### src/design/gpio_pin_defines.svh
// Register offsets, field positions and reset values of the GPIO port block
`ifndef GPIO_PIN_DEFINES_SVH
`define GPIO_PIN_DEFINES_SVH

// Register byte offsets, one aligned word each
`define OFS_DRIVE_CONFIG 6'h00
`define OFS_CONFIG_SECOND 6'h04
`define OFS_ROUTE_SELECT 6'h08
`define OFS_OUTPUT_VALUE 6'h0C
`define OFS_PIN_STATE 6'h10

// Field positions
`define MODE_W 3
`define ROUTE_W 4
`define THRESH_BIT 24
`define SLOW_BIT 25
`define CFG_USED_MASK 32'h03FF_FFFF

// Reset values
`define RST_DRIVE_CONFIG 32'h0000_0000
`define RST_CONFIG_SECOND 8'h00
`define RST_ROUTE_SELECT 32'h0000_0000
`define RST_OUTPUT_VALUE 8'h00

// Route code that hands the pin to firmware
`define ROUTE_FIRMWARE 4'h0

`endif

### src/design/gpio_pin_pkg.sv
// Types shared by the GPIO port configuration block
package gpio_pin_pkg;

    // Per-pin drive mode codes
    typedef enum logic [2:0] {
        MODE_ANALOG = 3'b000,
        MODE_HIZ_DIGITAL = 3'b001,
        MODE_PULL_UP = 3'b010,
        MODE_PULL_DOWN = 3'b011,
        MODE_OD_LOW = 3'b100,
        MODE_OD_HIGH = 3'b101,
        MODE_STRONG = 3'b110,
        MODE_PULL_BOTH = 3'b111
    } drive_mode_type;

    // Bus data-phase tracking
    typedef enum logic [1:0] {
        PH_IDLE = 2'b00,
        PH_WRITE = 2'b01,
        PH_RD_WAIT = 2'b10,
        PH_RD_DONE = 2'b11
    } phase_type;

    // Pad controls for one pin
    typedef struct packed {
        logic strong_hi;
        logic strong_lo;
        logic weak_hi;
        logic weak_lo;
        logic in_en;
    } pad_ctrl_type;

endpackage

### src/design/gpio_pin_cell_config.sv
// GPIO port configuration: drive modes, input buffer, routing, AHB-Lite regs
//
// Overview of operation
// - Each pin's input buffer is switched off by its bit in config-second.
// - Config bit 24 picks port threshold: 0 CMOS, 1 LVTTL.
// - Input buffer output goes to the peripheral chosen by route select.
// - Driver enable comes from the peripheral, or is always on for the firmware route.
// - Each pin y has a 3-bit drive mode at config bits 3y+2:3y.
// - Mode 2 strong low / weak high; mode 3 strong high / weak low.
// - Mode 4 strong low / released; mode 5 strong high / released.
// - Mode 6 drives strongly to the data value both ways.
// - Mode 7 pulls weakly high or low, never strong.
// - Reset mode 0 is analog: driver and input buffer both off.
// - Pin state reads zero for pins in analog mode.
// - Mode 1 keeps driver off and input buffer on.
// - Config bit 25 selects slow slew, reset fast.
`timescale 1ns/1ps
`default_nettype none
`include "gpio_pin_defines.svh"

module gpio_pin_cell_config
    import gpio_pin_pkg::*;
#(
    parameter int PINS = 8
) (
    // Clock, reset and freeze
    input wire logic hclk,
    input wire logic hresetn,
    input wire logic clk_en,
    // AHB-Lite slave
    input wire logic hsel,
    input wire logic [31:0] haddr,
    input wire logic [1:0] htrans,
    input wire logic hwrite,
    input wire logic [2:0] hsize,
    input wire logic [31:0] hwdata,
    input wire logic hready,
    output logic hreadyout,
    output logic hresp,
    output logic [31:0] hrdata,
    // Peripherals through the routing matrix
    input wire logic [PINS-1:0] periph_out,
    input wire logic [PINS-1:0] periph_oe,
    output logic [PINS-1:0] periph_in,
    output logic [PINS*`ROUTE_W-1:0] route_select,
    // Pads
    input wire logic [PINS-1:0] pad_in,
    output pad_ctrl_type [PINS-1:0] pad_ctrl,
    output logic threshold_lvttl,
    output logic slow_slew
);

    // Registers
    logic [31:0] drive_cfg_r;
    logic [PINS-1:0] input_buffer_off_r;
    logic [PINS*`ROUTE_W-1:0] route_r;
    logic [PINS-1:0] out_value_r;
    logic [PINS-1:0] pin_meta_r;
    logic [PINS-1:0] pin_sync_r;
    logic [PINS-1:0] buf_on;
    logic [PINS-1:0] pin_state;
    logic [PINS-1:0] periph_in_r;
    pad_ctrl_type [PINS-1:0] pad_ctrl_r;
    pad_ctrl_type [PINS-1:0] pad_ctrl_nxt;
    phase_type phase_r;
    phase_type phase_nxt;
    logic [5:0] addr_r;
    logic [31:0] hrdata_r;
    logic [31:0] rd_nxt;
    logic accept;

    // Read waits one cycle so a read right after a write sees new data
    assign hreadyout = clk_en && (phase_r != PH_RD_WAIT);
    assign hresp = 1'b0;
    assign hrdata = hrdata_r;
    assign accept = hsel && htrans[1] && hready && hreadyout;

    // Data phase sequencing
    always_comb begin
        phase_nxt = PH_IDLE;
        if (accept) begin
            phase_nxt = hwrite ? PH_WRITE : PH_RD_WAIT;
        end else if (phase_r == PH_RD_WAIT) begin
            phase_nxt = PH_RD_DONE;
        end
    end

    always_ff @(posedge hclk or negedge hresetn) begin
        if (!hresetn) begin
            phase_r <= PH_IDLE;
            addr_r <= 6'h00;
        end else if (clk_en) begin
            phase_r <= phase_nxt;
            if (accept) begin
                addr_r <= {haddr[5:2], 2'b00};
            end
        end
    end

    // Register writes; unmapped offsets are ignored
    always_ff @(posedge hclk or negedge hresetn) begin
        if (!hresetn) begin
            drive_cfg_r <= `RST_DRIVE_CONFIG;
            input_buffer_off_r <= `RST_CONFIG_SECOND;
            route_r <= `RST_ROUTE_SELECT;
            out_value_r <= `RST_OUTPUT_VALUE;
        end else if (clk_en && phase_r == PH_WRITE) begin
            unique case (addr_r)
                `OFS_DRIVE_CONFIG: begin
                    drive_cfg_r <= hwdata & `CFG_USED_MASK;
                end
                `OFS_CONFIG_SECOND: begin
                    input_buffer_off_r <= hwdata[PINS-1:0];
                end
                `OFS_ROUTE_SELECT: begin
                    route_r <= hwdata[PINS*`ROUTE_W-1:0];
                end
                `OFS_OUTPUT_VALUE: begin
                    out_value_r <= hwdata[PINS-1:0];
                end
                default: begin
                end
            endcase
        end
    end

    // Read mux, taken while the read waits
    always_comb begin
        rd_nxt = 32'h0000_0000;
        unique case (addr_r)
            `OFS_DRIVE_CONFIG: rd_nxt = drive_cfg_r;
            `OFS_CONFIG_SECOND: rd_nxt[PINS-1:0] = input_buffer_off_r;
            `OFS_ROUTE_SELECT: rd_nxt[PINS*`ROUTE_W-1:0] = route_r;
            `OFS_OUTPUT_VALUE: rd_nxt[PINS-1:0] = out_value_r;
            `OFS_PIN_STATE: rd_nxt[PINS-1:0] = pin_state;
            default: rd_nxt = 32'h0000_0000;
        endcase
    end

    always_ff @(posedge hclk or negedge hresetn) begin
        if (!hresetn) begin
            hrdata_r <= 32'h0000_0000;
        end else if (clk_en && phase_r == PH_RD_WAIT) begin
            hrdata_r <= rd_nxt;
        end
    end

    // Pad inputs cross in through two flops
    always_ff @(posedge hclk or negedge hresetn) begin
        if (!hresetn) begin
            pin_meta_r <= '0;
            pin_sync_r <= '0;
        end else if (clk_en) begin
            pin_meta_r <= pad_in;
            pin_sync_r <= pin_meta_r;
        end
    end

    // Per-pin drive decode
    always_comb begin
        pad_ctrl_nxt = '0;
        for (int y = 0; y < PINS; y++) begin
            logic [`MODE_W-1:0] mode;
            logic [`ROUTE_W-1:0] sel;
            logic data;
            logic drv_en;
            mode = drive_cfg_r[`MODE_W*y +: `MODE_W];
            sel = route_r[`ROUTE_W*y +: `ROUTE_W];
            // Firmware route: data register drives; else the peripheral
            data = (sel == `ROUTE_FIRMWARE) ? out_value_r[y] : periph_out[y];
            drv_en = (sel == `ROUTE_FIRMWARE) ? 1'b1 : periph_oe[y];
            pad_ctrl_nxt[y].in_en = buf_on[y];
            if (drv_en) begin
                unique case (drive_mode_type'(mode))
                    MODE_ANALOG: begin
                    end
                    MODE_HIZ_DIGITAL: begin
                    end
                    MODE_PULL_UP: begin
                        pad_ctrl_nxt[y].weak_hi = data;
                        pad_ctrl_nxt[y].strong_lo = !data;
                    end
                    MODE_PULL_DOWN: begin
                        pad_ctrl_nxt[y].strong_hi = data;
                        pad_ctrl_nxt[y].weak_lo = !data;
                    end
                    MODE_OD_LOW: begin
                        pad_ctrl_nxt[y].strong_lo = !data;
                    end
                    MODE_OD_HIGH: begin
                        pad_ctrl_nxt[y].strong_hi = data;
                    end
                    MODE_STRONG: begin
                        pad_ctrl_nxt[y].strong_hi = data;
                        pad_ctrl_nxt[y].strong_lo = !data;
                    end
                    MODE_PULL_BOTH: begin
                        pad_ctrl_nxt[y].weak_hi = data;
                        pad_ctrl_nxt[y].weak_lo = !data;
                    end
                endcase
            end
        end
    end

    // Input buffer on unless analog mode or disabled by its bit
    generate
        for (genvar g = 0; g < PINS; g++) begin : g_buf
            assign buf_on[g] = (drive_cfg_r[`MODE_W*g +: `MODE_W]
                != MODE_ANALOG)
                && !input_buffer_off_r[g];
            assign pin_state[g] = buf_on[g] && pin_sync_r[g];
        end
    endgenerate

    // Pad outputs and routed inputs from flops, one cycle behind config
    always_ff @(posedge hclk or negedge hresetn) begin
        if (!hresetn) begin
            pad_ctrl_r <= '0;
            periph_in_r <= '0;
        end else if (clk_en) begin
            pad_ctrl_r <= pad_ctrl_nxt;
            for (int y = 0; y < PINS; y++) begin
                periph_in_r[y] <= pin_state[y] &&
                    (route_r[`ROUTE_W*y +: `ROUTE_W] != `ROUTE_FIRMWARE);
            end
        end
    end

    assign pad_ctrl = pad_ctrl_r;
    assign periph_in = periph_in_r;
    assign route_select = route_r;
    assign threshold_lvttl = drive_cfg_r[`THRESH_BIT];
    assign slow_slew = drive_cfg_r[`SLOW_BIT];
endmodule

`default_nettype wire

### config.mk
export PLATFORM = sky130hd
export DESIGN_NAME = gpio_pin_cell_config
export DESIGN_NICKNAME = d
export VERILOG_FILES = /design/src/design/gpio_pin_pkg.sv /design/src/design/gpio_pin_cell_config.sv
export VERILOG_INCLUDE_DIRS = /design/src /design/src/design
export SDC_FILE = /design/constraint.sdc
export NUM_CORES = 1
export LEC_CHECK = 0
export BUFFER_PORTS_ARGS = -buffer_cell sky130_fd_sc_hd__buf_2
export CORE_ASPECT_RATIO = 0.9
export CORE_MARGIN = 3
export CORE_UTILIZATION = 54
export CTS_BUF_LIST = sky130_fd_sc_hd__clkbuf_8
export CTS_CLUSTER_SIZE = 16
export DETAILED_ROUTE_END_ITERATION = 10
export PLACE_DENSITY = 0.84
export SYNTH_ARGS = -nofsm -noshare
export SYNTH_HDL_FRONTEND = slang
export SYNTH_SLANG_ARGS = --single-unit
### constraint.sdc
create_clock -name hclk -period 2 [get_ports hclk]
set_input_delay 0.3 -clock hclk [delete_from_list [all_inputs] [get_ports hclk]]
set_output_delay 0.3 -clock hclk [all_outputs]
set_load 0.02 [all_outputs]
==> impl_metrics.yaml, run 1 <==
setup_path:
  worst-r2r-cell-count: 4
  path_cells: "or4_1, and3_1, o21ai_0, o22ai_1"
  slowest_stage: "or4_1"
  cpLargestDelayFamily: "simple AND/OR/NAND/NOR gates"
  path_max_fanout: 5
  slowest_delay_ps: 590
  required_ps: 2310
  crit_path_end_kind: "flop"
  cp_num_buf_inv: 0
  crit_start: "route_select[20]"
  worstPathArrival_ps: 2170
  setup.worst_path.class: "reg -> reg"
  regToRegEndpoint: "pad_ctrl[29]"
  reg2reg_slack_ps: 140
  start_kind: "flop"
  worstReg2RegStart: "route_select[20]"
synthesis:
  synth-edff-count: 0
  yosys-top-cells-count: "dfrtp_1 (176), mux2_2 (52), mux2_1 (50), o21ai_0 (49), nand2_1 (46)"
  syn-num-nets: 778
  synth_most_common_cell: "dfrtp_1"
  ys_seq_area_share_pct: 55.65
  yosys-top-cells-area: "dfrtp_1 (56%), mux2_2 (7.4%), mux2_1 (7.1%)"
  yosys.cell_types.count: 41
  async_reset_ff_share_pct: 100.0
  synth_warnings: 0
  synth_flop_cell: "dfrtp_1"
  ys_seq_elements: 176
  synth_cells: 679
  synth_top_cell_by_area: "dfrtp_1"
  synth_top_area_share_pct: 55.65
  synth.avg_cell_area_um2: 11.66
  syn_area_um2: 7914
finish:
  syn_to_final_growth_pct: 20.43
  utilization_pct: 67.31
  fin_nets: 954
  fillers: 1087
  drive_gt1_share_pct: 35.02
  final_cell_area_um2: 9530
sta:
  finalClockSkew_ps: 16.84
  tightest_slew_ps: 487.3
  relSlewSlack_pct: 67.21
  period_minus_slack_ps: 1855
  hold_violations: 0
  finalSetupViolCount: 0
  tns_ps: 0
  holdWs_ps: 66.56
  max_freq_mhz: 539.0
  slew_violations: 0
  fin_crit_sh_pct: 92.76
  rsz0062_at_grt: "false"
pwr:
  leakage_nw: 4.589
  peakVddDrop_uv: 830.1
  power.density_nw_per_um2: 1438
routing:
  postRouteAntennaNets: 0
  drtIter0Drc: 307
  drc: 0
  routed_via_density: 5.682
  drt-pass1-iter-count: 4
  num_vias: 6034
  routed_wl_mm: 19.48
  post_drt_wl_per_cell_um: 18.35
worst_hold_path:
  holdPathEnd: "route_select[29]"
  holdPathStages: 2
  hp-start: "hwdata[29]"
  holdCritPathClass: "in -> reg"
global_route:
  grt_max_degree: 95
  antenna_found_initial: 3
  grt_pass1_wl_mm: 30.91
  overflow: 0
  grt_usage_pct: 24.61
  grt_pass1_vias: 5909
status:
  status: "finished, final reports clean"
clocking:
  htreeDepth: 4
  clk_pin_slew_worst_paths_ps: 90
  cts_tree: "yes"
  cts_root_buffer: "clkbuf_8"
  clock_path_buffers: 2
  cts_sinks: 176
  clk_latency_ps: 460
  cts_buffers: 17
placement:
  port_buffers: 181
  gp_congestion: 0.8386
  placedInstanceArea_um2: 9101
  hpwlAfterDp_mm: 14.13
die:
  die-area_um2: 16150
  start_util_pct: 55.89
  die_w_um: 133.6
  io_pins: 215
  coreArea_um2: 14160
  fp.dieH_um: 120.8
  rows: 41
flow_run:
  max-cap-violations: 0
-- cell usage in the layout, fill, tap and decap left out, types with 6 or more instances in the layout --
master    Yosys  final
o21ai_0      49     49
a22o_1        6      6
mux4_2        7      7
mux2_1       50     50
o32ai_1       9      9
a32oi_1       7      7
nor3b_1       8      8
and3_1       11     11
nor2_1       36     36
nand4_1       9      9
buf_12        0      7
or4_1         8      8
clkbuf_8      0     22
a22oi_1      18     18
xnor2_1       7      7
nor4_1        8      8
nor3_1        9      9
inv_1        44     45
mux2_2       52     52
and2_1       11     10
buf_2         2    180
buf_4         3     21
o22ai_1      24     24
nand2_1      46     46
dfrtp_1     176    176
a21oi_1       9      9
xor2_1        8      8
-- how the worst max path moves through the flow --
stage                                  to  slack [ps]  cells after the start
floorplan                 drive_cfg_r[10]         170                      6
global placement    input_buffer_off_r[2]         200                      4
detailed placement  input_buffer_off_r[3]         130                      3
CTS                 input_buffer_off_r[1]         120                      3
global route                 pad_ctrl[29]          50                      4
finish                       pad_ctrl[29]         140                      4
-- timing repair --
item,4_1_cts,5_1_grt
buffers inserted,0,0
setup endpoints to repair,0,1
resized for setup,0,1
hold buffers,1,0
hold endpoints to repair,43,0
-- where the power goes --
part	switching (mW)	total, mW	internal (mW)
clock network	1.22	2.49	1.27
registers	1.38	6.17	4.79
logic	2.86	5.04	2.18
-- metal layers --
layer	track usage, %	routed length [µm]	up-vias
met2	38.29	9007	247
met4	9.190	507	4
met1	33.67	8454	2963
met3	6.281	1487	43
li1	-	-	2777
met5	0	27	-
-- worst reg2reg max path: cells and delay by family (launching register included) --
kind               cells  cell delay [ps]
DFF                    1              420
AOI/OAI and AO/OA      2              500
and+or+nand+nor        2              800
-- area by class of cell --
type                            count  area, µm²  share of cell area [%]
Tap cell                          193      241.5                   2.534
Inverter                           44      165.2                   1.733
Sequential cell                   176       4404                   46.21
Timing Repair Buffer              210       1220                   12.80
Multi-Input combinational cell    406       3085                   32.37
Clock inverter                     10      108.9                   1.142
Antenna cell                        1      2.502                 0.02626
Clock buffer                       22      302.8                   3.177
-- kinds of logic after synthesis --
group / Yosys count / share of synthesized area [%]
flip-flops: 176 / 55.65
AND/OR/NAND/NOR: 154 / 10.40
AO/OA/AOI/OAI: 126 / 10.17
multiplexers: 110 / 16.63
buffers and inverters: 97 / 5.439
XOR/XNOR: 15 / 1.660
other: 1 / 0.04739
-- flip-flops by register name, summed over array words and instances, names as in the netlist --
name / flops
route_select: 32
out_value_r: 8
hrdata: 32
phase_r: 2
periph_in: 8
addr_r: 4
drive_cfg_r: 26
input_buffer_off_r: 8
pin_meta_r: 8
pad_ctrl: 40
pin_sync_r: 8
-- metrics by stage --
stage	power [mW]	setup WS (ps)	std cells
4_1_cts	13.76	123.1	1061
5_1_grt	14.56	49.38	1062
2_1_floorplan	9.366	172.1	679
3_3_place_gp	11.04	197.3	1028
3_5_place_dp	11.26	134.2	1028
6_report	13.71	144.8	1062
Power figures use the tool's default switching activity.
==> run 2: changes to the inputs <==
- CAP_MARGIN: not set -> 0
- CORE_ASPECT_RATIO: 0.9 -> 0.7
- CORE_MARGIN: 3 -> 2
==> run 2 against run 1 <==
Against the previous run: core utilization shrank 0.086 points; hold slack gained 7.5 ps; clock-buffer cell count down 2; register-to-register slack is essentially flat; worst setup slack gained 5.5 ps; via count fell by 0.86%; critical path type unchanged; critical endpoint is now pad_ctrl[4]; largest cell class unchanged; highest routed layer unchanged.
==> impl_metrics.yaml, run 2 (synthesis results as in run 1) <==
global_route:
  grt_usage_pct: 25.23
  grt_pass1_wl_mm: 30.80
  grt_pass1_vias: 5762
  busiest_layer: "met1"
  antenna_found_initial: 1
  grt_max_degree: 94
  use_met1_pct: 38.09
  grt_use_met2_pct: 38.00
  grt_use_met3_pct: 5.584
  overflow: 0
sta:
  slew_violations: 0
  hold_violations: 0
  finalClockSkew_ps: 15.84
  rsz0062_at_grt: "false"
  finalSetupViolCount: 0
  max_freq_mhz: 540.6
  relSlewSlack_pct: 57.32
  fin_crit_sh_pct: 92.48
  tns_ps: 0
  finalWorstSetupSlack_ps: 150.3
  period_minus_slack_ps: 1850
  tightest_slew_ps: 634.4
routing:
  drc: 0
  routed_via_density: 5.665
  drt-pass1-iter-count: 5
  routed_wl_mm: 19.40
  postRouteAntennaNets: 0
  post_drt_wl_per_cell_um: 18.37
  num_vias: 5982
  drtIter0Drc: 330
placement:
  gp_congestion: 0.8433
  placedInstanceArea_um2: 9082
  dpl_worst_slack_ps: 178.2
  port_buffers: 181
  hpwlAfterDp_mm: 13.99
clocking:
  clock_path_buffers: 2
  cts_sinks: 176
  clk_latency_ps: 440
  cts_tree: "yes"
  cts_buffers: 17
  cts_setup_buffers: 0
  htreeDepth: 4
  cts_root_buffer: "clkbuf_8"
  clk_pin_slew_worst_paths_ps: 100
setup_path:
  required_ps: 2310
  path_max_fanout: 5
  regToRegEndpoint: "pad_ctrl[4]"
  start_kind: "flop"
  worst-r2r-cell-count: 4
  crit_path_end_kind: "flop"
  setup.worst_path.class: "reg -> reg"
  worstReg2RegStart: "route_select[0]"
  worstPathArrival_ps: 2160
  slowest_stage: "or4_1"
  path_cells: "or4_1, and3_1, o21ai_0, o22ai_1"
  slowest_delay_ps: 620
  reg2reg_slack_ps: 150
worst_hold_path:
  holdPathEnd: "route_select[27]"
  hp-start: "hwdata[27]"
  holdCritPathClass: "in -> reg"
  holdPathStages: 2
pwr:
  power_mw: 13.63
  power.density_nw_per_um2: 1439
  leakage_nw: 4.549
  peakVddDrop_uv: 689.2
finish:
  final_cell_mix: "buf_2 (180), dfrtp_1 (176), mux2_2 (52), mux2_1 (50), o21ai_0 (49)"
  largest_reg_flops: 40
  fin_nets: 952
  final_common_cell: "buf_2"
  antenna_cells: 0
  final_cell_area_um2: 9478
  syn_to_final_growth_pct: 19.76
  drive_gt1_share_pct: 34.64
die:
  die-area_um2: 15660
  fp.dieH_um: 105.3
  io_pins: 215
  die_w_um: 148.7
  start_util_pct: 56.13
  coreArea_um2: 14100
  rows: 36
status:
  status: "finished, final reports clean"
flow_run:
  max-cap-violations: 0
-- run 2: cell count changes in the layout (fill, tap and decap cells not counted), sizes merged --
cell      delta
buf          -2
diode        -1
clkinv       -4
inv          +3
bufinv       -1
clkinvlp     +4
clkbuf       -2
-- run 2: report_power, final --
group / internal (mW) / switching, mW
clock: 1.09 / 1.28
sequential: 4.79 / 1.35
combinational: 2.19 / 2.94
total: 8.07 / 5.56
-- run 2: cell type report --
class | instances | area (µm²)
clock buffer | 20 | 275.3
clock inverter | 12 | 110.1
fill | 1102 | 4621
inverter | 44 | 165.2
multi-input combinational | 406 | 3080
sequential | 176 | 4404
tap | 190 | 237.7
timing repair buffer | 208 | 1205
-- run 2: per-stage QoR --
stage / std cells / hold WS, ps / util [%]
4_1_cts: 1056 / 50.51 / 67.23
2_1_floorplan: 679 / 4.409 / -
5_1_grt: 1056 / 54.89 / 67.23
3_5_place_dp: 1023 / 205.3 / 64.42
3_3_place_gp: 1023 / 202.8 / 64.42
6_report: 1056 / 74.10 / 67.23
-- run 2: worst max-delay path: cells and delay by family (launching register included) --
| kind | cells | cell delay (ps) |
|---|---|---|
| flip-flops | 1 | 450 |
| AO/OA/AOI/OAI | 2 | 430 |
| AND/OR/NAND/NOR | 2 | 840 |
-- run 2: how the worst max path moves through the flow --
stage	startpoint	endpoint	slack (ps)	cells after the start
4_1_cts	route_select[0]	pad_ctrl[4]	160	4
3_3_place_gp	route_select[12]	pad_ctrl[17]	240	4
2_1_floorplan	addr_r[2]	drive_cfg_r[10]	170	6
6_report	route_select[0]	pad_ctrl[4]	150	4
3_5_place_dp	route_select[0]	pad_ctrl[4]	180	4
5_1_grt	route_select[16]	pad_ctrl[23]	6	4
-- run 2: what timing repair did --
| action | CTS | global route |
|---|---|---|
| hold endpoints to repair | 28 | 0 |
| resized for setup | 0 | 0 |
| hold buffers | 1 | 0 |
-- run 2: layer usage --
layer  share of wire, %  wire length, µm  vias to the layer above
met5              0.036                7                        -
met4               0.57              111                        2
met3                7.1             1370                       14
met2                 45             8764                      215
met1                 47             9147                     2995
li1                   -                -                     2756
==> run 3: changes to the inputs <==
- clock period: 2 -> 1.75 ns (I/O delays scaled with it)
==> run 3 against run 2 <==
Against the previous run: via count increased by 3.0%; core utilization is 2.7 points higher; first-iteration DRC count up 4.2%; sequential share of layout area down 1.7 points; critical path type unchanged.
==> impl_metrics.yaml, run 3 (synthesis results as in run 1) <==
pwr:
  power_mw: 16.22
  peakVddDrop_uv: 870.8
  power.density_nw_per_um2: 1646
  leakage_nw: 4.756
finish:
  final_cell_mix: "buf_2 (180), dfrtp_1 (171), mux2_2 (52)"
  antenna_cells: 0
  final_common_cell: "buf_2"
  largest_reg_flops: 40
  syn_to_final_growth_pct: 24.52
  drive_gt1_share_pct: 41.25
  fillers: 1031
  fin_nets: 983
routing:
  drc: 0
  routed_via_density: 5.669
  postRouteAntennaNets: 0
  routed_wl_mm: 20.57
  post_drt_wl_per_cell_um: 18.92
  drt-pass1-iter-count: 5
  drtIter0Drc: 344
  num_vias: 6162
global_route:
  antenna_found_initial: 0
  grt_max_degree: 61
  grt_usage_pct: 26.82
  grt_pass1_vias: 6085
  grt_pass1_wl_mm: 32.51
  overflow: 0
status:
  status: "finished, final reports clean"
clocking:
  clock_path_buffers: 2
  htreeDepth: 4
  cts_tree: "yes"
  cts_sinks: 176
  clk_latency_ps: 450
  cts_root_buffer: "clkbuf_8"
  clk_pin_slew_worst_paths_ps: 100
  cts_buffers: 17
die:
  io_pins: 215
  die-area_um2: 15660
  rows: 36
  fp.dieH_um: 105.3
  die_w_um: 148.7
  coreArea_um2: 14100
  start_util_pct: 56.13
setup_path:
  worstPathArrival_ps: 1990
  crit_path_end_kind: "flop"
  worstReg2RegStart: "addr_r[2]"
  start_kind: "flop"
  setup.worst_path.class: "reg -> reg"
  required_ps: 2070
  path_max_fanout: 7
  crit_start: "addr_r[2]"
sta:
  max_freq_mhz: 598.5
  period_minus_slack_ps: 1671
  finalSetupViolCount: 0
  fin_crit_sh_pct: 95.48
  holdWs_ps: 38.74
  hold_violations: 0
  slew_violations: 0
  finalClockSkew_ps: 15.69
flow_run:
  max-cap-violations: 0
worst_hold_path:
  hp-start: "pad_in[2]"
  holdCritPathClass: "in -> reg"
placement:
  gp_congestion: 0.8769
  hpwlAfterDp_mm: 14.82
  port_buffers: 181
[run 3: worst paths after layout]
kind | to | slack, ps | cells after the start
hold reg to reg | hrdata[9] | 480 | 2
setup / recovery | hrdata[7] | 80 | 5
min in group asynchronous | pad_ctrl[26] | 280 | 2
setup reg to reg | hrdata[7] | 80 | 5
hold / removal | pin_meta_r[2] | 40 | 2
max in group asynchronous | addr_r[3] | 870 | 3
[run 3: power breakdown]
group,internal [mW],total [mW],leakage (nW),switching [mW]
sequential,5.48,6.93,2.25,1.45
combinational,3.07,6.75,2.32,3.68
clock,1.01,2.54,0.187,1.54
[run 3: final cells by class]
| cell class | count | area, µm² | share of cell area, % |
|---|---|---|---|
| Clock buffer | 17 | 234.0 | 2.374 |
| Sequential cell | 176 | 4410 | 44.76 |
| Multi-Input combinational cell | 406 | 3214 | 32.62 |
| Timing Repair Buffer | 239 | 1479 | 15.01 |
| Clock inverter | 15 | 113.9 | 1.155 |
| Inverter | 44 | 165.2 | 1.676 |
| Tap cell | 190 | 237.7 | 2.412 |
[run 3: metal layers]
metal | vias to the layer above | part of all wire (%) | track usage [%]
li1 | 2820 | - | -
met1 | 3063 | 46 | 40.79
met2 | 256 | 44 | 39.78
met3 | 23 | 8.4 | 6.104
met4 | 0 | 1.3 | 5.578
met5 | - | 0 | 0
[run 3: timing repair]
item                       CTS  global route
hold endpoints to repair    33             0
hold buffers                 1             0
buffers inserted             0             3
cloned                       0             1
pin swaps                    0             5
setup endpoints to repair    1            36
resized for setup            1            19
[run 3: critical path: stages (launching register included)]
cell and delay, ps:
dfrtp_2 470, buf_8 160, nor4b_4 280, and4bb_1 240, nor2_1 60, a222oi_1 340
[run 3: through the flow]
step	utilization (%)	std cells	worst slack (ps)	setup TNS (ps)	instance area [µm²]
after global routing	69.90	1087	-5.700	-11.17	9854
after global placement	66.76	1050	80.33	0	9413
after floorplan	-	679	-74.79	-2193	8048
after CTS	69.30	1083	20.47	0	9771
final	69.90	1087	79.04	0	9854
after detailed placement	66.76	1050	4.808	0	9413
